`src/pkg/bps_pkg.sv`:
```
package bps_pkg;
	// Register offsets (byte addresses in configuration space)
	localparam logic [7:0]  BPS_STATUS_OFFSET   = 8'h84;
	localparam logic [7:0]  BPS_UP_SPLIT_OFFSET = 8'h88;
	// Status field positions
	localparam int          BPS_BIT_REQ_DELAYED = 21;
	localparam int          BPS_BIT_CPL_OVERRUN = 20;
	localparam int          BPS_BIT_UNEXP_CPL   = 19;
	localparam int          BPS_BIT_CPL_DISCARD = 18;
	localparam int          BPS_BIT_133_CAPABLE = 17;
	localparam int          BPS_BIT_WIDE_DEVICE = 16;
	localparam int          BPS_BUS_LSB         = 8;
	localparam int          BPS_DEV_LSB         = 3;
	localparam int          BPS_FUNC_LSB        = 0;
	localparam int          BPS_LIMIT_LSB       = 16;
	// Reset values
	localparam logic [7:0]  BPS_BUS_RESET       = 8'hff;
	localparam logic [4:0]  BPS_DEV_RESET       = 5'h1f;
	localparam logic [2:0]  BPS_FUNC_RESET      = 3'h0;
	localparam logic [15:0] BPS_SPLIT_CAPACITY  = 16'h0020;
	// Configuration command codes on C/BE[3:0]
	localparam logic [3:0]  BPS_CMD_CFG_READ    = 4'ha;
	localparam logic [3:0]  BPS_CMD_CFG_WRITE   = 4'hb;
	localparam logic [1:0]  BPS_TYPE0           = 2'h0;
endpackage

```
`src/logic/bps_status.sv`:
```
// Functional notes
// - Bits 31:22 read back as zero
// - Set bit 21 on delayed upstream split request
// - Set bit 20 on split completion overrun
// - Set bit 19 on unexpected own-ID completion
// - Set bit 18 on discarded primary completion
// - Bit 17 always reads one
// - Bit 16 from strap low at reset release
// - Bits 15:8 mirror primary bus number input, no reset of their own
// - Completer ID formed from bus, device, function
// - Same ID used in mixed PCI/PCI-X mode
// - Device number loaded from AD[15:11] on writes
// - Addressed: address strobe, IDSEL, type 0, function
// - Function number read-only, resets to zero
// - Upstream limit 16 bits, resets to capacity
`timescale 1ns/100ps
module bps_status
(
	input  wire logic        clk_i,
	input  wire logic        reset_i,
	// Configuration access, one-cycle address phase then data phase
	input  wire logic        cfg_addr_valid_i,
	input  wire logic [3:0]  cfg_cmd_i,
	input  wire logic        cfg_idsel_i,
	input  wire logic [31:0] cfg_ad_i,
	input  wire logic        cfg_data_valid_i,
	input  wire logic [3:0]  cfg_byte_en_n_i,
	input  wire logic [31:0] cfg_wdata_i,
	output logic      [31:0] cfg_rdata_o,
	output logic             cfg_rdata_valid_o,
	// Primary bus number from the type 1 header
	input  wire logic [7:0]  primary_bus_number_i,
	input  wire logic        primary_wide_request_strap_n_i,
	// Split-transaction event pulses from the bridge core
	input  wire logic        split_req_delayed_i,
	input  wire logic        split_cpl_overrun_i,
	input  wire logic        unexpected_split_cpl_i,
	input  wire logic        split_cpl_discarded_i,
	output logic      [15:0] completer_id_o,
	output logic      [15:0] upstream_split_limit_o,
	output logic             primary_wide_ad_o
);
	import bps_pkg::*;

	// Byte-lane enable for a write, active-low C/BE.
	// Lanes not enabled leave their bytes untouched.
	function automatic logic lane_on(input logic [3:0] be_n, input int lane);
		lane_on = ~be_n[lane];
	endfunction

	typedef enum logic [1:0] {BPS_IDLE, BPS_WRITE, BPS_READ} bps_phase_t;

	bps_phase_t  phase_q, phase_d;
	logic [7:0]  reg_off_q, reg_off_d;
	logic [3:0]  flags_q, flags_d;
	logic [4:0]  dev_q, dev_d;
	logic [15:0] limit_q, limit_d;
	logic        wide_q, wide_d;
	logic        in_reset_q;
	logic [31:0] rdata_q, rdata_d;
	logic        rvalid_q, rvalid_d;
	logic        addressed;
	logic [31:0] status_word;
	logic [3:0]  events;
	logic [3:0]  clr_mask;
	// Data-phase strobes and the flag loop index
	logic        data_wr;
	logic        data_rd;
	genvar       g;

	// Address-phase decode of a type 0 access to this function.
	// Any other function number or a missing IDSEL is another target.
	always_comb
	begin
		addressed = cfg_addr_valid_i && cfg_idsel_i && (cfg_ad_i[1:0] == BPS_TYPE0)
			&& (cfg_ad_i[10:8] == BPS_FUNC_RESET);
	end

	// Read view of the status word.
	// Reserved upper bits start at zero and are never written.
	always_comb
	begin
		status_word = 32'h0000_0000;
		status_word[BPS_BIT_REQ_DELAYED -: 4] = flags_q;
		status_word[BPS_BIT_133_CAPABLE] = 1'b1;
		status_word[BPS_BIT_WIDE_DEVICE] = wide_q;
		status_word[BPS_BUS_LSB +: 8] = primary_bus_number_i;
		status_word[BPS_DEV_LSB +: 5] = dev_q;
		status_word[BPS_FUNC_LSB +: 3] = BPS_FUNC_RESET;
	end

	// Events in flag order 21..18; each is a one-cycle pulse from the bridge core
	assign events = {
		split_req_delayed_i,
		split_cpl_overrun_i,
		unexpected_split_cpl_i,
		split_cpl_discarded_i
	};

	// Command decode, shared by the address-phase and device-number logic
	function automatic logic is_cfg_write(input logic [3:0] cmd);
		is_cfg_write = (cmd == BPS_CMD_CFG_WRITE);
	endfunction

	function automatic logic is_cfg_read(input logic [3:0] cmd);
		is_cfg_read = (cmd == BPS_CMD_CFG_READ);
	endfunction

	// Offset match on the dword-aligned register index.
	// Shared by every decode so the flag, limit and read paths agree.
	function automatic logic at_offset(input logic [7:0] off, input logic [7:0] target);
		at_offset = (off == target);
	endfunction

	// Data-phase strobes for the access in flight.
	// Only one of them can be high, as the phase holds one kind of access.
	always_comb
	begin
		data_wr = (phase_q == BPS_WRITE) && cfg_data_valid_i;
		data_rd = (phase_q == BPS_READ) && cfg_data_valid_i;
	end

	// Access tracking. The address phase latches the register index and the kind of
	// access; the state then waits for the data strobe, however late it comes.
	// A new address strobe during a pending data phase replaces the register index but not the
	// kind of access, so a host must finish one access before starting the next.
	always_comb
	begin
		phase_d   = BPS_IDLE;
		reg_off_d = reg_off_q;
		if (addressed)
		begin
			reg_off_d = {cfg_ad_i[7:2], 2'b00};
			if (is_cfg_write(cfg_cmd_i))
				phase_d = BPS_WRITE;
			else if (is_cfg_read(cfg_cmd_i))
				phase_d = BPS_READ;
		end
		case (phase_q)
			BPS_WRITE, BPS_READ:
			begin
				if (!cfg_data_valid_i)
					phase_d = phase_q;
			end
			BPS_IDLE:
			begin
			end
			default:
				phase_d = BPS_IDLE;
		endcase
	end

	// Access registers; an unused phase code
	// falls back to idle on the next clock
	always_ff @(posedge clk_i)
	begin
		if (reset_i)
		begin
			phase_q   <= BPS_IDLE;
			reg_off_q <= 8'h00;
		end
		else
		begin
			phase_q   <= phase_d;
			reg_off_q <= reg_off_d;
		end
	end

	// Clear mask from a write-one to the status flags.
	// Writes without byte lane 2 leave the flags alone.
	always_comb
	begin
		clr_mask = 4'h0;
		if (data_wr && at_offset(reg_off_q, BPS_STATUS_OFFSET) && lane_on(cfg_byte_en_n_i, 2))
			clr_mask = cfg_wdata_i[BPS_BIT_REQ_DELAYED -: 4];
	end

	// One sticky flag per event, bit 0 being the discard flag at status bit 18.
	// A set arriving with a clear wins, so software can never wipe out an event
	// that lands in the same cycle as its write-one-to-clear.
	generate
		for (g = 0; g < 4; g = g + 1)
		begin : g_flag
			assign flags_d[g] = events[g] | (flags_q[g] & ~clr_mask[g]);
		end
	endgenerate

	// Flag registers; all four
	// come out of reset clear
	always_ff @(posedge clk_i)
	begin
		if (reset_i)
			flags_q <= 4'h0;
		else
			flags_q <= flags_d;
	end

	// Device number follows every addressing write, whatever register it targets.
	// Reads never change it, so a probe by software leaves the ID intact.
	always_comb
	begin
		dev_d = dev_q;
		if (addressed && is_cfg_write(cfg_cmd_i))
			dev_d = cfg_ad_i[15:11];
	end

	// Device number register; the all-ones reset value
	// marks it as not yet assigned by the system
	always_ff @(posedge clk_i)
	begin
		if (reset_i)
			dev_q <= BPS_DEV_RESET;
		else
			dev_q <= dev_d;
	end

	// Upstream limit; software is trusted to keep it at or above the capacity.
	// No clamp is applied, which keeps the write path a plain byte merge.
	always_comb
	begin
		limit_d = limit_q;
		if (data_wr && at_offset(reg_off_q, BPS_UP_SPLIT_OFFSET))
		begin
			if (lane_on(cfg_byte_en_n_i, 2))
				limit_d[7:0] = cfg_wdata_i[23:16];
			if (lane_on(cfg_byte_en_n_i, 3))
				limit_d[15:8] = cfg_wdata_i[31:24];
		end
	end

	// Limit register; it restarts at the capacity
	// so a fresh bridge never overcommits
	always_ff @(posedge clk_i)
	begin
		if (reset_i)
			limit_q <= BPS_SPLIT_CAPACITY;
		else
			limit_q <= limit_d;
	end

	// Read data; unmapped offsets answer zero rather than stale data.
	// The word is captured at the data-phase edge and shown one clock later.
	always_comb
	begin
		rdata_d  = rdata_q;
		rvalid_d = data_rd;
		if (data_rd)
		begin
			if (at_offset(reg_off_q, BPS_STATUS_OFFSET))
				rdata_d = status_word;
			else if (at_offset(reg_off_q, BPS_UP_SPLIT_OFFSET))
				rdata_d = {limit_q, BPS_SPLIT_CAPACITY};
			else
				rdata_d = 32'h0000_0000;
		end
	end

	// Read registers; data holds until the next read
	// so a slow host can still pick it up
	always_ff @(posedge clk_i)
	begin
		if (reset_i)
		begin
			rdata_q  <= 32'h0000_0000;
			rvalid_q <= 1'b0;
		end
		else
		begin
			rdata_q  <= rdata_d;
			rvalid_q <= rvalid_d;
		end
	end

	// Strap is sampled on the first clock after reset release, then frozen.
	// A strap that moves later has no effect until the next reset.
	always_comb
	begin
		wide_d = wide_q;
		if (in_reset_q)
			wide_d = ~primary_wide_request_strap_n_i;
	end

	// Strap registers; reset is synchronous
	// so the reset branch holds constants only
	always_ff @(posedge clk_i)
	begin
		if (reset_i)
		begin
			wide_q     <= 1'b0;
			in_reset_q <= 1'b1;
		end
		else
		begin
			wide_q     <= wide_d;
			in_reset_q <= 1'b0;
		end
	end

	// Completer ID serves both PCI-X and mixed-mode operation.
	// The bus part is live, so a header update shows at once.
	assign completer_id_o         = {primary_bus_number_i, dev_q, BPS_FUNC_RESET};
	assign upstream_split_limit_o = limit_q;
	assign primary_wide_ad_o      = wide_q;
	assign cfg_rdata_o            = rdata_q;
	assign cfg_rdata_valid_o      = rvalid_q;
endmodule

```
`config.mk`:
```
export PLATFORM = sky130hd
export DESIGN_NAME = bps_status
export DESIGN_NICKNAME = d
export VERILOG_FILES = /design/src/pkg/bps_pkg.sv /design/src/logic/bps_status.sv
export SDC_FILE = /design/constraint.sdc
export NUM_CORES = 1
export LEC_CHECK = 0
export BUFFER_PORTS_ARGS = -buffer_cell sky130_fd_sc_hd__buf_2
export CORE_MARGIN = 8
export CORE_UTILIZATION = 42
export CTS_BUF_LIST = sky130_fd_sc_hd__clkbuf_4 sky130_fd_sc_hd__clkbuf_8
export DETAILED_ROUTE_END_ITERATION = 16
export GPL_ROUTABILITY_DRIVEN = 0
export HOLD_SLACK_MARGIN = 0.1
export MAX_ROUTING_LAYER = met4
export PLACE_DENSITY_LB_ADDON = 0.08
export RECOVER_POWER = 50
export SKIP_CTS_REPAIR_TIMING = 1
export SLEW_MARGIN = 0
export SYNTH_ARGS = -nofsm -noshare
export SYNTH_HDL_FRONTEND = slang
export SYNTH_SLANG_ARGS = --single-unit
export TNS_END_PERCENT = 30
```
`constraint.sdc`:
```
create_clock -name clk_i -period 1.7 [get_ports clk_i]
set_input_delay 0.34 -clock clk_i [delete_from_list [all_inputs] [get_ports clk_i]]
set_output_delay 0.34 -clock clk_i [all_outputs]
set_load 0.01 [all_outputs]
```
Word level (Yosys, flattened, before mapping)
Cells that the tools add are included.
{"block": "totals", "register_bits": 68, "inputBits": 90, "out_inout_bits": 66, "elab_cells": 56}
{"block": "op_classes", "n_eq_ne": 7, "mux": 9, "bitwise": 15, "n_reduce_logical": 15}
{"cell": "2-to-1 mux 32 bit", "n": 2}
{"cell": "equality test 6 bit (second input constant)", "n": 2}
{"cell": "logical AND 1 bit", "n": 9}
{"cell": "equality test 4 bit (second input constant)", "n": 2}
{"cell": "2-to-1 mux 2 bit", "n": 4}
{"cell": "inverter 1 bit", "n": 7}
{"cell": "AND 1 bit", "n": 4}
{"cell": "logical NOT 2 bit", "n": 2}
{"cell": "2-to-1 mux 4 bit", "n": 1}
{"cell": "bitwise OR 1 bit", "n": 4}
{"cell": "one-hot mux 2 bit (2 select lines)", "n": 1}
{"cell": "AND reduction 2 bit", "n": 2}
{"cell": "logical NOT 3 bit", "n": 1}
{"cell": "equality test 2 x 1 -> 1 bit (second input constant)", "n": 1}
{"cell": "equality test 2 bit (second input constant)", "n": 1}
{"cell": "!= test 2 bit (second input constant)", "n": 1}
{"cell": "OR reduction 2 bit", "n": 1}
{"cell": "2-to-1 mux 1 bit", "n": 1}

Logic depth before layout (Yosys ltp)
{"block": "depth", "word_depth": 8, "ltp_mapped": 7, "depth_no_buf": 5}

Least setup slack after synthesis
Ideal clock, no wire load.
{"block": "synth_path", "path_type": "flip-flop to flip-flop", "from": "register reg_off_q[4]", "to": "register limit_q[10] (netlist: upstream_split_limit_o[10])", "setup_ns": 0.072, "arrival_ns": 1.674, "t_required_ns": 1.628, "slack_ns": -0.046, "path_stages_with_launch": 4, "path_buffers": 0, "period_less_slack_ns": 1.746, "cell_sequence": "dfxtp_1 -> or4b_4 -> nor4_4 -> mux2i_1"}
{"block": "synth_via", "elab_chain_len": 3}
{"element": "start: declaration", "line": "bps_status.sv:54", "source": "logic [7:0] reg_off_q, reg_off_d;"}
{"element": "start signal: assignment", "line": "bps_status.sv:165", "source": "reg_off_q <= reg_off_d;"}
{"element": "equality test 6 bit", "line": "bps_status.sv:112", "source": "at_offset = (off == target);"}
{"element": "logical AND 1 bit", "line": "bps_status.sv:222", "source": "if (data_wr && at_offset(reg_off_q, BPS_UP_SPLIT_OFFSET))"}
{"element": "AND reduction 2 bit (no source line)"}
{"element": "end signal: assignment", "line": "bps_status.sv:238", "source": "limit_q <= limit_d;"}
{"element": "end: declaration", "line": "bps_status.sv:57", "source": "logic [15:0] limit_q, limit_d;"}
Every way passes these cells.
A chain may end at the register's enable or synchronous reset.

Final worst setup path
{"block": "layout_path", "from": "register reg_off_q[6]", "to": "register limit_q[8] (netlist: upstream_split_limit_o[8])"}
Same word-level chain as after synthesis.

==> run summary <==
The run finished with clean final reports. The number of levels the H-tree was split into is 3, and the number of synthesized flops with an enable pin is 0. The row count is 30, and the HPWL reported at the end of detailed placement is 5.816 mm.

By area the synthesized netlist is led by dfxtp_1 (45%), mux2i_1 (7.3%), nand2b_1 (6.7%). The min-delay analysis places its worst path in the category in2reg. The total count of max-transition violations in the final report is 0, and the height of the chip is 98.83 µm. At the pin with the least slew margin, the transition time is 0.9596 ns. Of the cells placed in the final design, the portion with a size suffix greater than 1 is 23.02%. Growth of design area from synthesis to finish: 28.61%. The run gives 42.3% as the clock group share of total power. The run gives 42.89% as the effective utilization at floorplan.

The run gives 0 as the max-capacitance violation count. The initial antenna violation count was 0. Of the total power, the share spent switching nets is 21.67%. In the routed layout, each cell is associated on average with a via count of 5.201.

For the number of ports placed on the die boundary, the log shows 156. Entering global routing, the biggest net connects 39 pins. The number of flip-flops and latches in the synthesized netlist was 65; the headroom to the max-slew limit was 36.03%. Power density over cell area: 804.8 nW/µm². For the highest clock rate, the log shows 0.5948 GHz. Wires add up to 7.946 mm. Hold timing on the final database bottoms out at a slack of 0.1947 ns. For the cell area after technology mapping, the log shows 2882 µm².

In the synthesized netlist the dominant register cell turns out to be dfxtp_1. Number of cells on the worst reg-to-reg path: 4. In this run the worst path has a maximum fanout of 8. The floorplan die width works out to 98.83 µm.

The type of origin of the critical path is a register. Fraction of synthesized cell area taken by the top area cell type: 45.16%. CTS saw 65 sinks. Worst setup path startpoint: reg_off_q[6]$_SDFFE_PP0P_. In the post-synthesis netlist, the cell with the most instances is dfxtp_1.

Yosys mapped the design onto 33 distinct sky130hd cell types. Counting the buffers created by CTS gives 9. Global routing finished with a remaining overflow of 0. Synthesis produced a netlist whose cell count is 326. The via count of the first global-routing pass is 2790. After clock tree synthesis, the clock-pin slew on the worst setup and hold paths is 0.07 ns. Counting the fill cells in the layout gives 676. For this design the total switching power over the nets is 0.6462 mW. In the finished design, the share of the clock period the worst path needs comes to 98.90%.

The fraction of synthesis flops using an asynchronous set or reset pin works out to 0%. The tools report the fraction of the yosys area taken by sequential cells as 45.16%. Setup repair after global routing could not meet its margin everywhere. The commonest cells after synthesis are dfxtp_1 (65), a21oi_1 (31), nand2b_1 (31), nand2_1 (25), nor2_1 (25). The fraction of power consumed by combinational cells is 6.1%. For the final database, setup skew stands at 0.007283 ns.

The arrival time of data at the critical path endpoint is 1.94 ns. Dividing the synthesized area by the synthesized cell count gives 8.839 µm². Sequential cells burn 51.6% of the power. The global-route wire length before repair came out at 13.25 mm. At the worst endpoint, the required time is 1.95 ns. The depth of the worst hold-timing path is 2. The later pin in the worst-skew pair is clocked with a latency of 0.33 ns. The worst reg-to-reg setup slack is 0.02 ns, and the net count reported at finish is 532.

The number of DRC markers in iteration 0 came out at 66. Endpoint of the worst hold-timing path: primary_wide_ad_o$_SDFFE_PP0P_. The worst slack at placement was -0.03978 ns; the total power draw was 2.983 mW.

Once detail routing completed, the nets flagged for antenna violations numbered 0. The worst-case vdd ir drop came out at 0.5220 mV. The start point of the worst min-delay path is primary_wide_request_strap_n_i. The per-cell routed wire length came out at 15.19 µm. The reported leakage power came out at 1.363 nW. In this run the critical register-to-register path is captured at upstream_split_limit_o[8]$_SDFFE_PP0P_.

Category of the most critical setup path: reg2reg. In this run the standard cell core region covers 6719 µm². The final-report hold violation count is 0. For the final setup violation count, the log shows 0. The maximum root-to-sink buffer count came out at 2. In this run the critical register-to-register path is launched from reg_off_q[6]$_SDFFE_PP0P_. TritonCTS built the clock tree. Before antenna repair, the detailed router went through 5 iterations. During placement, the flow inserted port buffers numbering 115.

Of all cell types, the one taking the most synthesized area is dfxtp_1. Setup slack closes at 0.01864 ns. The internal power contribution came out at 2.337 mW. Category of the worst setup path capture point: a register. The full die area came out at 9767 µm². The number of antenna diodes in the final layout is 0. Across every metal layer, demand over resource in global routing totals 16.98%. The tools report the total of warnings raised by yosys as 0. Detailed-route via count: 2720. The library cell used as clock root buffer was clkbuf_8. In the routed design, unresolved DRC markers number 0.

For the finished layout, the period the worst path requires is 1.681 ns.
==> critical path, stage by stage, from the launching register on <==
cell and delay, ns:
dfxtp_1 0.35, or4b_4 0.54, nor4_4 0.36, buf_12 0.18, mux2i_1 0.18
==> cells by family (layout without fill, tap and decap cells) <==
kind of cell / Yosys count / after routing / synth area share, %
buffers and inverters: 41 / 153 / 7.165
other: 1 / 6 / 0.1301
and+or+nand+nor: 144 / 144 / 28.53
DFF: 65 / 65 / 45.16
muxes: 21 / 21 / 7.295
AOI/OAI and AO/OA: 51 / 51 / 10.42
adders and majority gates: 3 / 3 / 1.303
==> sequential cells by signal (all words and copies together), names as in the netlist <==
register / count
reg_off_q: 6
flags_q: 4
in_reset_q: 1
cfg_rdata_valid_o: 1
upstream_split_limit_o: 16
dev_q: 5
phase_q: 2
primary_wide_ad_o: 1
cfg_rdata_o: 29
==> final cells by class <==
| type | instances | area [µm²] | area share [%] |
|---|---|---|---|
| clock buffer | 12 | 146.4 | 3.950 |
| multi-input combinational | 225 | 1401 | 37.81 |
| sequential | 65 | 1303 | 35.15 |
| inverter | 3 | 11.26 | 0.3038 |
| clock inverter | 3 | 42.54 | 1.148 |
| timing repair buffer | 135 | 701.9 | 18.94 |
| tap | 80 | 100.1 | 2.701 |
==> routing by layer <==
metal,vias to the layer above,GRT usage (%),part of all wire [%]
met5,-,-,0
met4,0,4.486,0.77
met3,7,5.779,7.3
met2,78,28.01,48
met1,1288,19.17,44
li1,1347,-,-
==> how the worst max path moves through the flow <==
stage                                         endpoint  slack, ns
6_report        upstream_split_limit_o[8]$_SDFFE_PP0P_       0.02
2_1_floorplan  upstream_split_limit_o[10]$_SDFFE_PP0P_      -0.04
4_1_cts         upstream_split_limit_o[8]$_SDFFE_PP0P_     -0.002
3_5_place_dp                     dev_q[2]$_SDFFE_PP1P_      -0.04
5_1_grt        upstream_split_limit_o[15]$_SDFFE_PP0P_       -0.1
3_3_place_gp                     dev_q[3]$_SDFFE_PP1P_      -0.01
==> power by group through the flow <==
stage               combinational [mW]  sequential [mW]  clock, mW
floorplan                        0.103             1.57          0
global placement                 0.187             1.57          0
detailed placement               0.189             1.57          0
CTS                              0.190             1.54       1.30
global route                     0.202             1.54       1.37
finish                           0.181             1.54       1.26
==> placed cells by master, fill, tap and decap left out, drive strengths merged, types with 3 or more instances in the layout <==
cell	count
buf	79
clkbuf	68
dfxtp	65
a21oi	31
nand2b	31
nand2	25
nor2	25
nand4	22
mux2i	21
nand3	17
a211oi	7
nand3b	6
o21ai	6
conb	6
nor3b	4
a311oi	4
inv	3
ha	3
==> per-stage QoR <==
stage          cell area, µm²  utilization, %  instances  setup TNS (ns)
2_1_floorplan            2902               -        331         -0.3591
3_3_place_gp             3596           53.52        507        -0.06148
3_5_place_dp             3596           53.52        507        -0.04678
4_1_cts                  3785           56.33        522       -0.002533
5_1_grt                  3706           55.16        523         -0.5428
6_report                 3706           55.16        523               0
(Power assumes the default switching activity.)
